[src/verilog/tls_pkg.sv]
`default_nettype none
package tls_pkg;
  // pointer offsets
  localparam logic [7:0] PTR_RESET      = 8'h00;
  localparam logic [7:0] PTR_STATUS     = 8'h02;
  localparam logic [7:0] RD_LOC_HI_HI   = 8'h05;
  localparam logic [7:0] RD_LOC_LO_HI   = 8'h06;
  localparam logic [7:0] RD_REM_HI_HI   = 8'h07;
  localparam logic [7:0] RD_REM_LO_HI   = 8'h08;
  localparam logic [7:0] WR_LOC_HI_HI   = 8'h0b;
  localparam logic [7:0] WR_LOC_LO_HI   = 8'h0c;
  localparam logic [7:0] WR_REM_HI_HI   = 8'h0d;
  localparam logic [7:0] WR_REM_LO_HI   = 8'h0e;
  localparam logic [7:0] PTR_REM_HI_LO  = 8'h13;
  localparam logic [7:0] PTR_REM_LO_LO  = 8'h14;
  localparam logic [7:0] PTR_LOC_HI_LO  = 8'h16;
  localparam logic [7:0] PTR_LOC_LO_LO  = 8'h17;
  localparam logic [7:0] PTR_REM_OT     = 8'h19;
  localparam logic [7:0] PTR_LOC_OT     = 8'h20;
  localparam logic [7:0] PTR_HYST       = 8'h21;
  // values after reset, then the low-byte write mask and the unmapped read value
  localparam logic [7:0] RST_HIGH_HI    = 8'h55;
  localparam logic [7:0] RST_LOW_HI     = 8'h00;
  localparam logic [7:0] RST_LIMIT_LO   = 8'h00;
  localparam logic [7:0] RST_LOC_OT     = 8'h55;
  localparam logic [7:0] RST_REM_OT     = 8'h55;
  localparam logic [7:0] RST_HYST       = 8'h0a;
  localparam logic [7:0] RST_STATUS     = 8'h00;
  localparam logic [7:0] LO_BYTE_MASK   = 8'hf0;
  localparam logic [7:0] UNMAPPED_READ  = 8'h00;
  // status bit positions
  localparam int BIT_BUSY   = 7;
  localparam int BIT_LUPPER = 6;
  localparam int BIT_LLOWER = 5;
  localparam int BIT_RUPPER = 4;
  localparam int BIT_RLOWER = 3;
  localparam int BIT_OPEN   = 2;
  localparam int BIT_ROT    = 1;
  localparam int BIT_LOT    = 0;

  typedef struct packed {
    logic       ptr_load;
    logic [7:0] ptr;
    logic       wr;
    logic [7:0] wr_data;
    logic       rd;
    logic       alert_resp;
  } tls_host_s;

  typedef struct packed {
    logic        busy;
    logic        done;
    logic        remote;
    logic        open;
    logic [11:0] result;
  } tls_conv_s;

  typedef struct packed {
    logic       valid;
    logic [7:0] data;
  } tls_rd_s;

  typedef struct packed {
    logic [7:0] ptr;
    logic [7:0] loc_hi_hi;
    logic [7:0] loc_hi_lo;
    logic [7:0] loc_lo_hi;
    logic [7:0] loc_lo_lo;
    logic [7:0] rem_hi_hi;
    logic [7:0] rem_hi_lo;
    logic [7:0] rem_lo_hi;
    logic [7:0] rem_lo_lo;
    logic [7:0] loc_ot;
    logic [7:0] rem_ot;
    logic [7:0] hyst;
    logic [7:0] status;
    logic [7:0] cond;
    logic       alert;
    logic       alert_n;
    logic       overtemp_n;
    tls_rd_s    rd;
  } tls_state_s;
endpackage
`default_nettype wire

[src/verilog/tls_temp_limit_status_regs.sv]
`timescale 1ns/1ps
`default_nettype none
module tls_temp_limit_status_regs (
  input  wire logic              ref_clk_in,
  input  wire logic              nrst_in,
  input  wire tls_pkg::tls_host_s host_in,
  input  wire tls_pkg::tls_conv_s conv_in,
  input  wire logic              pin_function_select_in,
  output var  tls_pkg::tls_rd_s  rd_out,
  output logic                   alert_out_n,
  output logic                   overtemp_out_n,
  output logic [7:0]             monitor_flags_out
);
  import tls_pkg::*;

  tls_state_s s;
  tls_state_s next_s;

  // second byte of a two-byte transfer; used on both write and read paths
  function automatic logic [7:0] pair_ptr(input logic [7:0] p);
    unique case (p)
      WR_LOC_HI_HI, RD_LOC_HI_HI:
      begin
        pair_ptr = PTR_LOC_HI_LO;
      end
      WR_LOC_LO_HI, RD_LOC_LO_HI:
      begin
        pair_ptr = PTR_LOC_LO_LO;
      end
      WR_REM_HI_HI, RD_REM_HI_HI:
      begin
        pair_ptr = PTR_REM_HI_LO;
      end
      WR_REM_LO_HI, RD_REM_LO_HI:
      begin
        pair_ptr = PTR_REM_LO_LO;
      end
      default:
      begin
        pair_ptr = p;
      end
    endcase
  endfunction

  // true when the result has fallen hysteresis below the limit
  function automatic logic below_hyst(input logic [11:0] res,
                                      input logic [11:0] lim,
                                      input logic [7:0]  hy);
    below_hyst = ({1'b0, res} + {1'b0, hy, 4'h0}) < {1'b0, lim};
  endfunction

  function automatic logic [7:0] read_mux(input tls_state_s st);
    unique case (st.ptr)
      PTR_STATUS:
      begin
        read_mux = st.status;
      end
      RD_LOC_HI_HI:
      begin
        read_mux = st.loc_hi_hi;
      end
      PTR_LOC_HI_LO:
      begin
        read_mux = st.loc_hi_lo;
      end
      RD_LOC_LO_HI:
      begin
        read_mux = st.loc_lo_hi;
      end
      PTR_LOC_LO_LO:
      begin
        read_mux = st.loc_lo_lo;
      end
      RD_REM_HI_HI:
      begin
        read_mux = st.rem_hi_hi;
      end
      PTR_REM_HI_LO:
      begin
        read_mux = st.rem_hi_lo;
      end
      RD_REM_LO_HI:
      begin
        read_mux = st.rem_lo_hi;
      end
      PTR_REM_LO_LO:
      begin
        read_mux = st.rem_lo_lo;
      end
      PTR_LOC_OT:
      begin
        read_mux = st.loc_ot;
      end
      PTR_REM_OT:
      begin
        read_mux = st.rem_ot;
      end
      PTR_HYST:
      begin
        read_mux = st.hyst;
      end
      default:
      begin
        read_mux = UNMAPPED_READ;
      end
    endcase
  endfunction

  logic [11:0] ch_hi [2];
  logic [11:0] ch_lo [2];
  logic [11:0] ch_ot [2];
  logic [1:0]  hi_over;
  logic [1:0]  hi_clear;
  logic [1:0]  lo_under;
  logic [1:0]  ot_over;
  logic [1:0]  ot_clear;
  logic [7:0]  latch_mask;
  logic [7:0]  set_v;
  logic [7:0]  clr_v;
  logic        st_read;

  // index 0 is the local channel, 1 the remote one
  assign ch_hi[0] = {s.loc_hi_hi, s.loc_hi_lo[7:4]};
  assign ch_hi[1] = {s.rem_hi_hi, s.rem_hi_lo[7:4]};
  assign ch_lo[0] = {s.loc_lo_hi, s.loc_lo_lo[7:4]};
  assign ch_lo[1] = {s.rem_lo_hi, s.rem_lo_lo[7:4]};
  assign ch_ot[0] = {s.loc_ot, 4'h0};
  assign ch_ot[1] = {s.rem_ot, 4'h0};

  // both channels share one comparator shape; only the limits differ
  for (genvar g = 0; g < 2; g++)
  begin : gen_chan
    assign hi_over[g]  = conv_in.result > ch_hi[g];
    assign hi_clear[g] = below_hyst(conv_in.result, ch_hi[g], s.hyst);
    assign lo_under[g] = conv_in.result < ch_lo[g];
    assign ot_over[g]  = conv_in.result > ch_ot[g];
    assign ot_clear[g] = below_hyst(conv_in.result, ch_ot[g], s.hyst);
  end

  always_comb
  begin
    next_s     = s;
    set_v      = 8'h00;
    clr_v      = 8'h00;
    latch_mask = 8'h00;
    next_s.rd.valid = 1'b0;
    // a read that loses to a write or pointer load must not clear flags
    st_read    = host_in.rd && !host_in.ptr_load && !host_in.wr && (s.ptr == PTR_STATUS);

    next_s.status[BIT_BUSY] = conv_in.busy;

    if (conv_in.done)
    begin
      if (conv_in.remote)
      begin
        next_s.cond[BIT_RUPPER] = hi_over[1];
        next_s.cond[BIT_RLOWER] = lo_under[1];
        next_s.cond[BIT_OPEN]   = conv_in.open;
        if (ot_over[1])
        begin
          next_s.status[BIT_ROT] = 1'b1;
        end
        else if (ot_clear[1])
        begin
          next_s.status[BIT_ROT] = 1'b0;
        end
        if (pin_function_select_in)
        begin
          if (hi_over[1])
          begin
            next_s.status[BIT_RUPPER] = 1'b1;
          end
          else if (hi_clear[1])
          begin
            next_s.status[BIT_RUPPER] = 1'b0;
          end
        end
      end
      else
      begin
        next_s.cond[BIT_LUPPER] = hi_over[0];
        next_s.cond[BIT_LLOWER] = lo_under[0];
        if (ot_over[0])
        begin
          next_s.status[BIT_LOT] = 1'b1;
        end
        else if (ot_clear[0])
        begin
          next_s.status[BIT_LOT] = 1'b0;
        end
        if (pin_function_select_in)
        begin
          if (hi_over[0])
          begin
            next_s.status[BIT_LUPPER] = 1'b1;
          end
          else if (hi_clear[0])
          begin
            next_s.status[BIT_LUPPER] = 1'b0;
          end
        end
      end
    end

    latch_mask[BIT_LLOWER] = 1'b1;
    latch_mask[BIT_RLOWER] = 1'b1;
    latch_mask[BIT_OPEN]   = 1'b1;
    latch_mask[BIT_LUPPER] = !pin_function_select_in;
    latch_mask[BIT_RUPPER] = !pin_function_select_in;

    // cond already holds this conversion's verdict for the finished channel
    set_v = conv_in.done ? (next_s.cond & latch_mask) : 8'h00;
    clr_v = st_read ? (latch_mask & ~next_s.cond) : 8'h00;
    // live bits untouched
    // a set in the clearing cycle wins, so no event is lost
    next_s.status = (next_s.status & ~(latch_mask & clr_v)) | set_v;

    if (!pin_function_select_in && |(set_v & ~s.status))
      next_s.alert = 1'b1;
    else if (host_in.alert_resp)
      next_s.alert = 1'b0;

    if (pin_function_select_in)
      next_s.alert_n = !(next_s.status[BIT_LUPPER] || next_s.status[BIT_RUPPER]);
    else
      next_s.alert_n = !next_s.alert;
    next_s.overtemp_n = !(next_s.status[BIT_LOT] || next_s.status[BIT_ROT]);

    if (host_in.ptr_load)
      next_s.ptr = host_in.ptr;
    else if (host_in.wr)
    begin
      next_s.ptr = pair_ptr(s.ptr);
      unique case (s.ptr)
        WR_LOC_HI_HI:
        begin
          next_s.loc_hi_hi = host_in.wr_data;
        end
        PTR_LOC_HI_LO:
        begin
          next_s.loc_hi_lo = host_in.wr_data & LO_BYTE_MASK;
        end
        WR_LOC_LO_HI:
        begin
          next_s.loc_lo_hi = host_in.wr_data;
        end
        PTR_LOC_LO_LO:
        begin
          next_s.loc_lo_lo = host_in.wr_data & LO_BYTE_MASK;
        end
        WR_REM_HI_HI:
        begin
          next_s.rem_hi_hi = host_in.wr_data;
        end
        PTR_REM_HI_LO:
        begin
          next_s.rem_hi_lo = host_in.wr_data & LO_BYTE_MASK;
        end
        WR_REM_LO_HI:
        begin
          next_s.rem_lo_hi = host_in.wr_data;
        end
        PTR_REM_LO_LO:
        begin
          next_s.rem_lo_lo = host_in.wr_data & LO_BYTE_MASK;
        end
        PTR_LOC_OT:
        begin
          next_s.loc_ot = host_in.wr_data;
        end
        PTR_REM_OT:
        begin
          next_s.rem_ot = host_in.wr_data;
        end
        PTR_HYST:
        begin
          next_s.hyst = host_in.wr_data;
        end
        default:
        begin
          next_s.hyst = s.hyst;
        end
      endcase
    end
    else if (host_in.rd)
    begin
      // status shows pre-clear value, so a read never hides a flag
      next_s.rd.data  = read_mux(s);
      next_s.rd.valid = 1'b1;
      next_s.ptr      = pair_ptr(s.ptr);
    end
  end

  always_ff @(posedge ref_clk_in or negedge nrst_in)
  begin
    if (!nrst_in)
    begin
      s.ptr        <= PTR_RESET;
      s.loc_hi_hi  <= RST_HIGH_HI;
      s.rem_hi_hi  <= RST_HIGH_HI;
      s.loc_lo_hi  <= RST_LOW_HI;
      s.rem_lo_hi  <= RST_LOW_HI;
      s.loc_hi_lo  <= RST_LIMIT_LO;
      s.loc_lo_lo  <= RST_LIMIT_LO;
      s.rem_hi_lo  <= RST_LIMIT_LO;
      s.rem_lo_lo  <= RST_LIMIT_LO;
      s.loc_ot     <= RST_LOC_OT;
      s.rem_ot     <= RST_REM_OT;
      s.hyst       <= RST_HYST;
      s.status     <= RST_STATUS;
      s.cond       <= RST_STATUS;
      s.alert      <= 1'b0;
      s.alert_n    <= 1'b1;
      s.overtemp_n <= 1'b1;
      s.rd         <= '0;
    end
    else
    begin
      s <= next_s;
    end
  end

  assign rd_out            = s.rd;
  assign alert_out_n       = s.alert_n;
  assign overtemp_out_n    = s.overtemp_n;
  assign monitor_flags_out = s.status;
endmodule
`default_nettype wire

[config.mk]
export PLATFORM = sky130hd
export DESIGN_NAME = tls_temp_limit_status_regs
export DESIGN_NICKNAME = d
export VERILOG_FILES = /design/src/verilog/tls_pkg.sv /design/src/verilog/tls_temp_limit_status_regs.sv
export SDC_FILE = /design/constraint.sdc
export NUM_CORES = 1
export LEC_CHECK = 0
export BUFFER_PORTS_ARGS = -buffer_cell sky130_fd_sc_hd__buf_2
export CAP_MARGIN = 20
export CORE_MARGIN = 4
export CORE_UTILIZATION = 60
export CTS_BUF_LIST = sky130_fd_sc_hd__clkbuf_2
export CTS_CLUSTER_SIZE = 12
export DETAILED_ROUTE_END_ITERATION = 6
export GPL_TIMING_DRIVEN = 0
export HOLD_SLACK_MARGIN = 0.05
export PLACE_DENSITY = 0.77
export SKIP_CTS_REPAIR_TIMING = 1
export SYNTH_ARGS = -nofsm -noshare
export SYNTH_HDL_FRONTEND = slang
export SYNTH_SLANG_ARGS = --single-unit
[constraint.sdc]
create_clock -name ref_clk_in -period 3.6 [get_ports ref_clk_in]
set_input_delay 0.72 -clock ref_clk_in [delete_from_list [all_inputs] [get_ports ref_clk_in]]
set_output_delay 0.72 -clock ref_clk_in [all_outputs]
set_load 0.05 [all_outputs]
==> impl_metrics.xml, run 1 <==
<?xml version="1.0" encoding="UTF-8"?>
<metrics>
  <group name="final_layout">
    <metric name="diodes" unit="">0</metric>
    <metric name="area_used_by_multi_input_combinational_logic" unit="sq um">4400</metric>
    <metric name="fin_nets" unit="">1014</metric>
    <metric name="sequential_cell_area" unit="sq um">2650</metric>
    <metric name="proportion_of_layout_cells_with_a_drive_suffix_above_1" unit="">0.214</metric>
    <metric name="layout-area-overhead-vs-synth" unit="%">8.56</metric>
    <metric name="finish.instance_area" unit="sq um">8190</metric>
    <metric name="layoutNonFillerInstCount" unit="">1047</metric>
    <metric name="n_fill_cell" unit="">1023</metric>
  </group>
  <group name="synth">
    <metric name="number_of_cells_produced_by_synthesis" unit="">805</metric>
    <metric name="synthesis.area_per_instance" unit="sq um">9.37</metric>
    <metric name="netlist_area" unit="sq um">7540</metric>
    <metric name="syn-num-nets" unit="">945</metric>
    <metric name="synth_warnings" unit="">0</metric>
    <metric name="ys_ff_latch" unit="">105</metric>
    <metric name="seq_area_frac_synth" unit="">0.352</metric>
    <metric name="synthArstFlopShare" unit="">1.00</metric>
    <metric name="most_used_dff_post_synth" unit="">sky130_fd_sc_hd__dfrtp_1</metric>
    <metric name="synth_edf_count" unit="">0</metric>
    <metric name="number_of_distinct_library_cells_after_synthesis" unit="">72</metric>
  </group>
  <group name="setup_path">
    <metric name="crit_path_frequent_cell" unit="">sky130_fd_sc_hd__o2111ai_1</metric>
    <metric name="worstSetupStartpoint" unit="">s[29]</metric>
    <metric name="timing.critical_path.arrival" unit="ns">3.95</metric>
    <metric name="worst-path-buf-inv" unit="">1</metric>
    <metric name="cp_slowest_stage_delay" unit="ns">0.63</metric>
    <metric name="cp_slowest_cell" unit="">sky130_fd_sc_hd__dfstp_2</metric>
    <metric name="timing.critical_path.from_type" unit="">register</metric>
    <metric name="end_kind" unit="">register</metric>
    <metric name="chain_of_cells_forming_the_critical_path" unit="">inv_1, fa_1, nor2b_1, o2111ai_1, nand2_1, nor2_1, xnor2_2, ha_1, or4_1, o2111ai_1, o221ai_1, nor4_1, a21o_1</metric>
    <metric name="timing.critical_path.fanout_max" unit="">4</metric>
    <metric name="cp.required" unit="ns">4.20</metric>
    <metric name="regToRegStartpoint" unit="">s[29]</metric>
    <metric name="worst_path_dominant_cell_family" unit="">simple AND/OR/NAND/NOR gates</metric>
    <metric name="crit_path_category" unit="">register to register</metric>
  </group>
  <group name="sta">
    <metric name="timing.max_slew.rel_slack" unit="">0.361</metric>
    <metric name="finalMaxSlewViolations" unit="">0</metric>
    <metric name="hold_viol_final" unit="">0</metric>
    <metric name="finalSetupViolCount" unit="">0</metric>
    <metric name="tightestPinTransition" unit="ns">0.951</metric>
    <metric name="period_needed" unit="ns">3.35</metric>
    <metric name="fin_setup_tns" unit="ns">0</metric>
    <metric name="skew" unit="ns">0.0282</metric>
    <metric name="post-route-period-util" unit="">0.932</metric>
    <metric name="grt_setup_unrepaired" unit="">no</metric>
    <metric name="clock.fmax" unit="GHz">0.298</metric>
  </group>
  <group name="clock_tree">
    <metric name="clk_root_buffer_cell" unit="">sky130_fd_sc_hd__clkbuf_2</metric>
    <metric name="tritoncts" unit="">yes</metric>
    <metric name="cts.path.max_buffers" unit="">2</metric>
    <metric name="ctsHtreeMaxLevel" unit="">3</metric>
    <metric name="cts_made_buffers" unit="">9</metric>
    <metric name="cts.sink_count" unit="">105</metric>
    <metric name="clk-insertion-delay-late" unit="ns">0.63</metric>
    <metric name="cts.reportedPaths.clkPinSlew" unit="ns">0.28</metric>
  </group>
  <group name="floorplanning">
    <metric name="die_extent_in_y" unit="um">120</metric>
    <metric name="top_level_ports" unit="">58</metric>
    <metric name="placement_rows" unit="">40</metric>
    <metric name="die_x" unit="um">120</metric>
    <metric name="overall_die_area" unit="sq um">14400</metric>
    <metric name="core_area" unit="sq um">12200</metric>
    <metric name="initial_core_util" unit="">0.620</metric>
  </group>
  <group name="drt">
    <metric name="ant_nets_after_route" unit="">0</metric>
    <metric name="via_density_per_instance" unit="">6.24</metric>
    <metric name="route.detailed.wl_per_inst" unit="um">21.7</metric>
    <metric name="violation_count_after_the_first_detailed_routing_iteration" unit="">735</metric>
    <metric name="route.detailed.drc" unit="">0</metric>
    <metric name="drt_first_pass_iters" unit="">6</metric>
    <metric name="dr_total_vias" unit="">6535</metric>
    <metric name="wl" unit="um">22700</metric>
  </group>
  <group name="global_routing">
    <metric name="grt_pass1_vias" unit="">6558</metric>
    <metric name="grt_max_degree" unit="">63</metric>
    <metric name="grt_overflow_total" unit="">0</metric>
    <metric name="initial_antenna_violation_count" unit="">1</metric>
    <metric name="grt_first_pass_wirelength" unit="um">35800</metric>
    <metric name="grt_use_total" unit="">0.325</metric>
  </group>
  <group name="placement">
    <metric name="portBuffers" unit="">56</metric>
    <metric name="place.detailed.instances" unit="">1030</metric>
    <metric name="gp_congestion" unit="">0.979</metric>
    <metric name="post_dp_cell_area" unit="sq um">8060</metric>
    <metric name="dp.final_hpwl" unit="um">18100</metric>
  </group>
  <group name="hold_path">
    <metric name="worstHoldPathType" unit="">input port to register</metric>
    <metric name="hold_path_startpoint" unit="">conv_in[15]</metric>
  </group>
  <group name="run_status">
    <metric name="run_status" unit="">completed</metric>
  </group>
  <group name="pwr">
    <metric name="cellPowerDensity" unit="nW/um^2">315</metric>
    <metric name="irDropWorstVdd" unit="uV">335</metric>
    <metric name="totalPowerFinal" unit="mW">2.58</metric>
    <metric name="leakage" unit="nW">3.91</metric>
  </group>
  <group name="job">
    <metric name="cap_viol_max_count" unit="">0</metric>
  </group>
</metrics>
## final cells by class
class,count,area share
multi-input combinational,583,0.538
clock buffer,11,0.00672
tap,168,0.0257
timing repair buffer,58,0.0391
inverter,76,0.0348
buffer,41,0.0281
sequential,105,0.324
clock inverter,5,0.00367
## cell usage after synthesis (5+ instances only)
master,number,area [sq um]
sky130_fd_sc_hd__ha_1,100,1250
sky130_fd_sc_hd__dfrtp_1,85,2130
sky130_fd_sc_hd__nand2_1,80,300
sky130_fd_sc_hd__inv_1,76,285
sky130_fd_sc_hd__o21ai_0,70,350
sky130_fd_sc_hd__a21oi_1,45,225
sky130_fd_sc_hd__mux2_2,45,507
sky130_fd_sc_hd__nor2_1,35,131
sky130_fd_sc_hd__dfstp_2,20,526
sky130_fd_sc_hd__buf_4,17,128
sky130_fd_sc_hd__clkbuf_1,17,63.8
sky130_fd_sc_hd__nand3_1,16,80.1
sky130_fd_sc_hd__nand4_1,15,93.8
sky130_fd_sc_hd__nor2b_1,15,93.8
sky130_fd_sc_hd__nor3_1,12,60.1
sky130_fd_sc_hd__a22oi_1,11,82.6
sky130_fd_sc_hd__a21o_1,10,75.1
sky130_fd_sc_hd__nand2b_1,10,62.6
sky130_fd_sc_hd__a221oi_1,9,78.8
sky130_fd_sc_hd__a211oi_1,8,60.1
sky130_fd_sc_hd__a222oi_1,8,80.1
sky130_fd_sc_hd__o21a_1,7,52.6
sky130_fd_sc_hd__o31ai_1,6,45.0
sky130_fd_sc_hd__o2111ai_1,5,43.8
sky130_fd_sc_hd__xnor2_1,5,43.8
## worst paths after layout
check                      depth (start not counted)                   end  slack (ns)
max                                               13           alert_out_n        0.25
min                                                1  monitor_flags_out[7]        0.19
max reg2reg                                       13           alert_out_n        0.25
min reg2reg                                        1             rd_out[3]        0.52
max in group asynchronous                          3             ch_ot[20]        2.25
min in group asynchronous                          2                 s[16]        0.58
## power breakdown
part / internal [mW] / switching, mW
registers: 1.27 / 0.0703
clock network: 0.0947 / 0.408
logic: 0.278 / 0.460
## stage by stage
stage	setup WS (ns)	util	hold slack, ns
floorplan	0.390	-	0.424
global placement	-0.290	0.660	0.463
detailed placement	-0.354	0.663	0.467
CTS	0.183	0.670	0.0319
global route	0.0593	0.673	0.116
finish	0.246	0.673	0.188
## cell families after synthesis
logic type,synth area share
adder cells (fa/ha/maj),0.169
multiplexers,0.0685
flip-flops,0.352
AO/OA/AOI/OAI,0.185
buffers and inverters,0.0684
XOR/XNOR,0.00697
AND/OR/NAND/NOR,0.151
## per-layer routing
metal	track usage	part of all wire	vias to the layer above
met5	0	0.00057	-
met4	0.151	0.047	2
met3	0.0910	0.087	72
met2	0.510	0.46	287
met1	0.417	0.41	3140
li1	-	-	3034
## flip-flops by register name, indices dropped and copies added (netlist names)
signal             flops
ch_hi                 24
rd_out                 9
monitor_flags_out      8
alert_out_n            1
ch_lo                 24
s                     22
ch_ot                 16
overtemp_out_n         1
## cells in the final DEF (no fill, tap or decap), types with 5 or more instances in the layout
master,synthesis,final
sky130_fd_sc_hd__nor2b_1,15,15
sky130_fd_sc_hd__a21o_1,10,10
sky130_fd_sc_hd__a21oi_1,45,43
sky130_fd_sc_hd__dfrtp_1,85,85
sky130_fd_sc_hd__nor3_1,12,12
sky130_fd_sc_hd__o21a_1,7,7
sky130_fd_sc_hd__o31ai_1,6,6
sky130_fd_sc_hd__nor2_1,35,35
sky130_fd_sc_hd__a211oi_1,8,8
sky130_fd_sc_hd__ha_1,100,100
sky130_fd_sc_hd__buf_4,17,18
sky130_fd_sc_hd__buf_2,4,59
sky130_fd_sc_hd__dfstp_2,20,20
sky130_fd_sc_hd__o2111ai_1,5,5
sky130_fd_sc_hd__nand2b_1,10,10
sky130_fd_sc_hd__inv_1,76,76
sky130_fd_sc_hd__nand3_1,16,16
sky130_fd_sc_hd__a222oi_1,8,8
sky130_fd_sc_hd__a22oi_1,11,11
sky130_fd_sc_hd__o21ai_0,70,69
sky130_fd_sc_hd__clkbuf_1,17,17
sky130_fd_sc_hd__nand2_1,80,80
sky130_fd_sc_hd__a221oi_1,9,9
sky130_fd_sc_hd__mux2_2,45,45
sky130_fd_sc_hd__nand4_1,15,15
sky130_fd_sc_hd__clkbuf_2,0,11
(Power assumes the default switching activity.)
==> run 2, diff against run 1 <==
- CELL_PAD_IN_SITES_DETAIL_PLACEMENT: not set -> 2
- CELL_PAD_IN_SITES_GLOBAL_PLACEMENT: not set -> 2
- CORE_UTILIZATION: 60 -> 40
- PLACE_DENSITY: 0.77 -> 0.8
==> run 2 against run 1 <==
  * Cell count up 6.2%
  * Register-to-register slack about the same
  * Power increased by 10%
  * Highest routed layer is now met4
  * Largest power group unchanged
==> impl_metrics.xml, run 2 (synthesized netlist as in run 1, its figures left out) <==
<?xml version="1.0" encoding="UTF-8"?>
<metrics>
  <group name="global_routing">
    <metric name="grt_max_degree" unit="">64</metric>
    <metric name="grt_first_pass_wirelength" unit="um">45200</metric>
    <metric name="grt_pass1_vias" unit="">7697</metric>
    <metric name="grt_use_total" unit="">0.277</metric>
    <metric name="grt_overflow_total" unit="">0</metric>
    <metric name="initial_antenna_violation_count" unit="">0</metric>
  </group>
  <group name="pwr">
    <metric name="leakage" unit="nW">3.95</metric>
    <metric name="seq_power_share" unit="">0.476</metric>
    <metric name="power.net_switching" unit="mW">1.05</metric>
    <metric name="pwr-share-comb" unit="">0.278</metric>
    <metric name="cell_internal_pwr" unit="mW">1.79</metric>
    <metric name="power_switching_share" unit="">0.369</metric>
    <metric name="clock_power_share" unit="">0.246</metric>
    <metric name="irDropWorstVdd" unit="uV">242</metric>
    <metric name="cellPowerDensity" unit="nW/um^2">341</metric>
  </group>
  <group name="setup_path">
    <metric name="regToRegSetupSlack" unit="ns">0.23</metric>
    <metric name="timing.critical_path.arrival" unit="ns">4.01</metric>
    <metric name="end_kind" unit="">register</metric>
    <metric name="regToRegStartpoint" unit="">s[28]</metric>
    <metric name="worstSetupStartpoint" unit="">s[28]</metric>
    <metric name="crit_path_category" unit="">register to register</metric>
    <metric name="timing.critical_path.to" unit="">alert_out_n</metric>
    <metric name="timing.critical_path.from_type" unit="">register</metric>
    <metric name="critical_path.reg2reg.endpoint" unit="">alert_out_n</metric>
    <metric name="timing.critical_path.fanout_max" unit="">4</metric>
    <metric name="worst_reg_to_reg_cells" unit="">14</metric>
    <metric name="cp.required" unit="ns">4.25</metric>
  </group>
  <group name="clock_tree">
    <metric name="cts.reportedPaths.clkPinSlew" unit="ns">0.32</metric>
    <metric name="ctsHtreeMaxLevel" unit="">3</metric>
    <metric name="cts_made_buffers" unit="">9</metric>
    <metric name="cts.sink_count" unit="">105</metric>
    <metric name="tritoncts" unit="">yes</metric>
    <metric name="cts.path.max_buffers" unit="">2</metric>
    <metric name="clk_root_buffer_cell" unit="">sky130_fd_sc_hd__clkbuf_2</metric>
    <metric name="clk-insertion-delay-late" unit="ns">0.66</metric>
  </group>
  <group name="job">
    <metric name="cap_viol_max_count" unit="">0</metric>
  </group>
  <group name="drt">
    <metric name="route.detailed.drc" unit="">0</metric>
    <metric name="ant_nets_after_route" unit="">0</metric>
    <metric name="via_density_per_instance" unit="">6.12</metric>
    <metric name="violation_count_after_the_first_detailed_routing_iteration" unit="">410</metric>
    <metric name="wl" unit="um">29300</metric>
    <metric name="route.detailed.wl_per_inst" unit="um">26.3</metric>
    <metric name="dr_total_vias" unit="">6804</metric>
    <metric name="drt_first_pass_iters" unit="">5</metric>
  </group>
  <group name="sta">
    <metric name="hold_viol_final" unit="">0</metric>
    <metric name="period_needed" unit="ns">3.37</metric>
    <metric name="post-route-period-util" unit="">0.936</metric>
    <metric name="tightestPinTransition" unit="ns">0.898</metric>
    <metric name="finalSetupViolCount" unit="">0</metric>
    <metric name="skew" unit="ns">0.0285</metric>
    <metric name="clock.fmax" unit="GHz">0.297</metric>
    <metric name="finalMaxSlewViolations" unit="">0</metric>
    <metric name="timing.max_slew.rel_slack" unit="">0.396</metric>
  </group>
  <group name="floorplanning">
    <metric name="die_x" unit="um">145</metric>
    <metric name="die_extent_in_y" unit="um">145</metric>
    <metric name="initial_core_util" unit="">0.413</metric>
    <metric name="overall_die_area" unit="sq um">21100</metric>
    <metric name="top_level_ports" unit="">58</metric>
    <metric name="core_area" unit="sq um">18300</metric>
    <metric name="placement_rows" unit="">49</metric>
  </group>
  <group name="final_layout">
    <metric name="proportion_of_layout_cells_with_a_drive_suffix_above_1" unit="">0.218</metric>
    <metric name="fin_nets" unit="">1017</metric>
    <metric name="finish.utilization" unit="">0.457</metric>
    <metric name="finish.instance_area" unit="sq um">8340</metric>
    <metric name="layout_common_cells" unit="">sky130_fd_sc_hd__ha_1, sky130_fd_sc_hd__dfrtp_1, sky130_fd_sc_hd__nand2_1</metric>
    <metric name="layout-area-overhead-vs-synth" unit="%">10.6</metric>
    <metric name="layoutNonFillerInstCount" unit="">1112</metric>
    <metric name="layout_commonest_cell" unit="">sky130_fd_sc_hd__ha_1</metric>
  </group>
  <group name="placement">
    <metric name="dp.final_hpwl" unit="um">23300</metric>
    <metric name="place.detailed.instances" unit="">1091</metric>
    <metric name="portBuffers" unit="">56</metric>
    <metric name="gp_congestion" unit="">0.874</metric>
    <metric name="post_dp_cell_area" unit="sq um">8140</metric>
  </group>
  <group name="hold_path">
    <metric name="timing.hold.worst_path_depth" unit="">1</metric>
    <metric name="worstHoldPathType" unit="">input port to register</metric>
  </group>
  <group name="run_status">
    <metric name="run_status" unit="">completed</metric>
  </group>
</metrics>
## run 2: area by class of cell
cell class,count,area [sq um]
clock inverter,7,98.8
buffer,41,230
tap,229,287
antenna,1,2.50
clock buffer,9,45.0
multi-input combinational,583,4400
inverter,76,285
timing repair buffer,61,343
sequential,105,2650
fill,1999,9930
## run 2: worst min-delay path by stage
stage                      startpoint              endpoint  slack (ns)
after floorplan               nrst_in              ch_hi[0]        0.42
after global placement      rd_out[5]             rd_out[5]        0.46
after detailed placement    rd_out[3]             rd_out[3]        0.48
after CTS                     nrst_in  monitor_flags_out[1]       -0.01
after global routing      conv_in[15]  monitor_flags_out[7]        0.08
final                     conv_in[15]  monitor_flags_out[7]        0.13
## run 2: routing by layer
| layer | up-vias | track usage | part of all wire |
|---|---|---|---|
| li1 | 3048 | - | - |
| met5 | - | 0 | 0 |
| met2 | 171 | 0.495 | 0.51 |
| met4 | 0 | 0.0950 | 0.033 |
| met1 | 3530 | 0.339 | 0.41 |
| met3 | 55 | 0.0446 | 0.048 |
## run 2: critical path: stages (launching register included)
cell and delay, ns:
sky130_fd_sc_hd__dfrtp_1 0.48, sky130_fd_sc_hd__ha_1 0.19, sky130_fd_sc_hd__inv_1 0.06, sky130_fd_sc_hd__fa_1 0.41
sky130_fd_sc_hd__nor2b_2 0.18, sky130_fd_sc_hd__o2111ai_1 0.16, sky130_fd_sc_hd__nand2_1 0.10, sky130_fd_sc_hd__nor2_1 0.06
sky130_fd_sc_hd__xnor2_2 0.20, sky130_fd_sc_hd__ha_1 0.25, sky130_fd_sc_hd__or4_1 0.53, sky130_fd_sc_hd__o2111ai_1 0.10
sky130_fd_sc_hd__o221ai_1 0.19, sky130_fd_sc_hd__nor4_1 0.31, sky130_fd_sc_hd__a21o_1 0.12
## run 2: metrics by stage
step	hold WS, ns	power, mW	setup TNS, ns	setup WS (ns)
after floorplan	0.424	1.82	0	0.390
after global routing	0.0804	2.99	-0.0430	-0.0316
final	0.134	2.84	0	0.231
after global placement	0.464	2.07	-1.80	-0.387
after detailed placement	0.476	2.14	-2.44	-0.550
after CTS	-0.0112	2.85	-0.0344	-0.0344
## run 2: power groups by stage
stage	combinational (mW)	clock, mW	sequential [mW]
2_1_floorplan	0.479	0	1.34
3_3_place_gp	0.705	0	1.36
3_5_place_dp	0.773	0	1.37
4_1_cts	0.780	0.718	1.35
5_1_grt	0.873	0.753	1.36
6_report	0.791	0.700	1.35
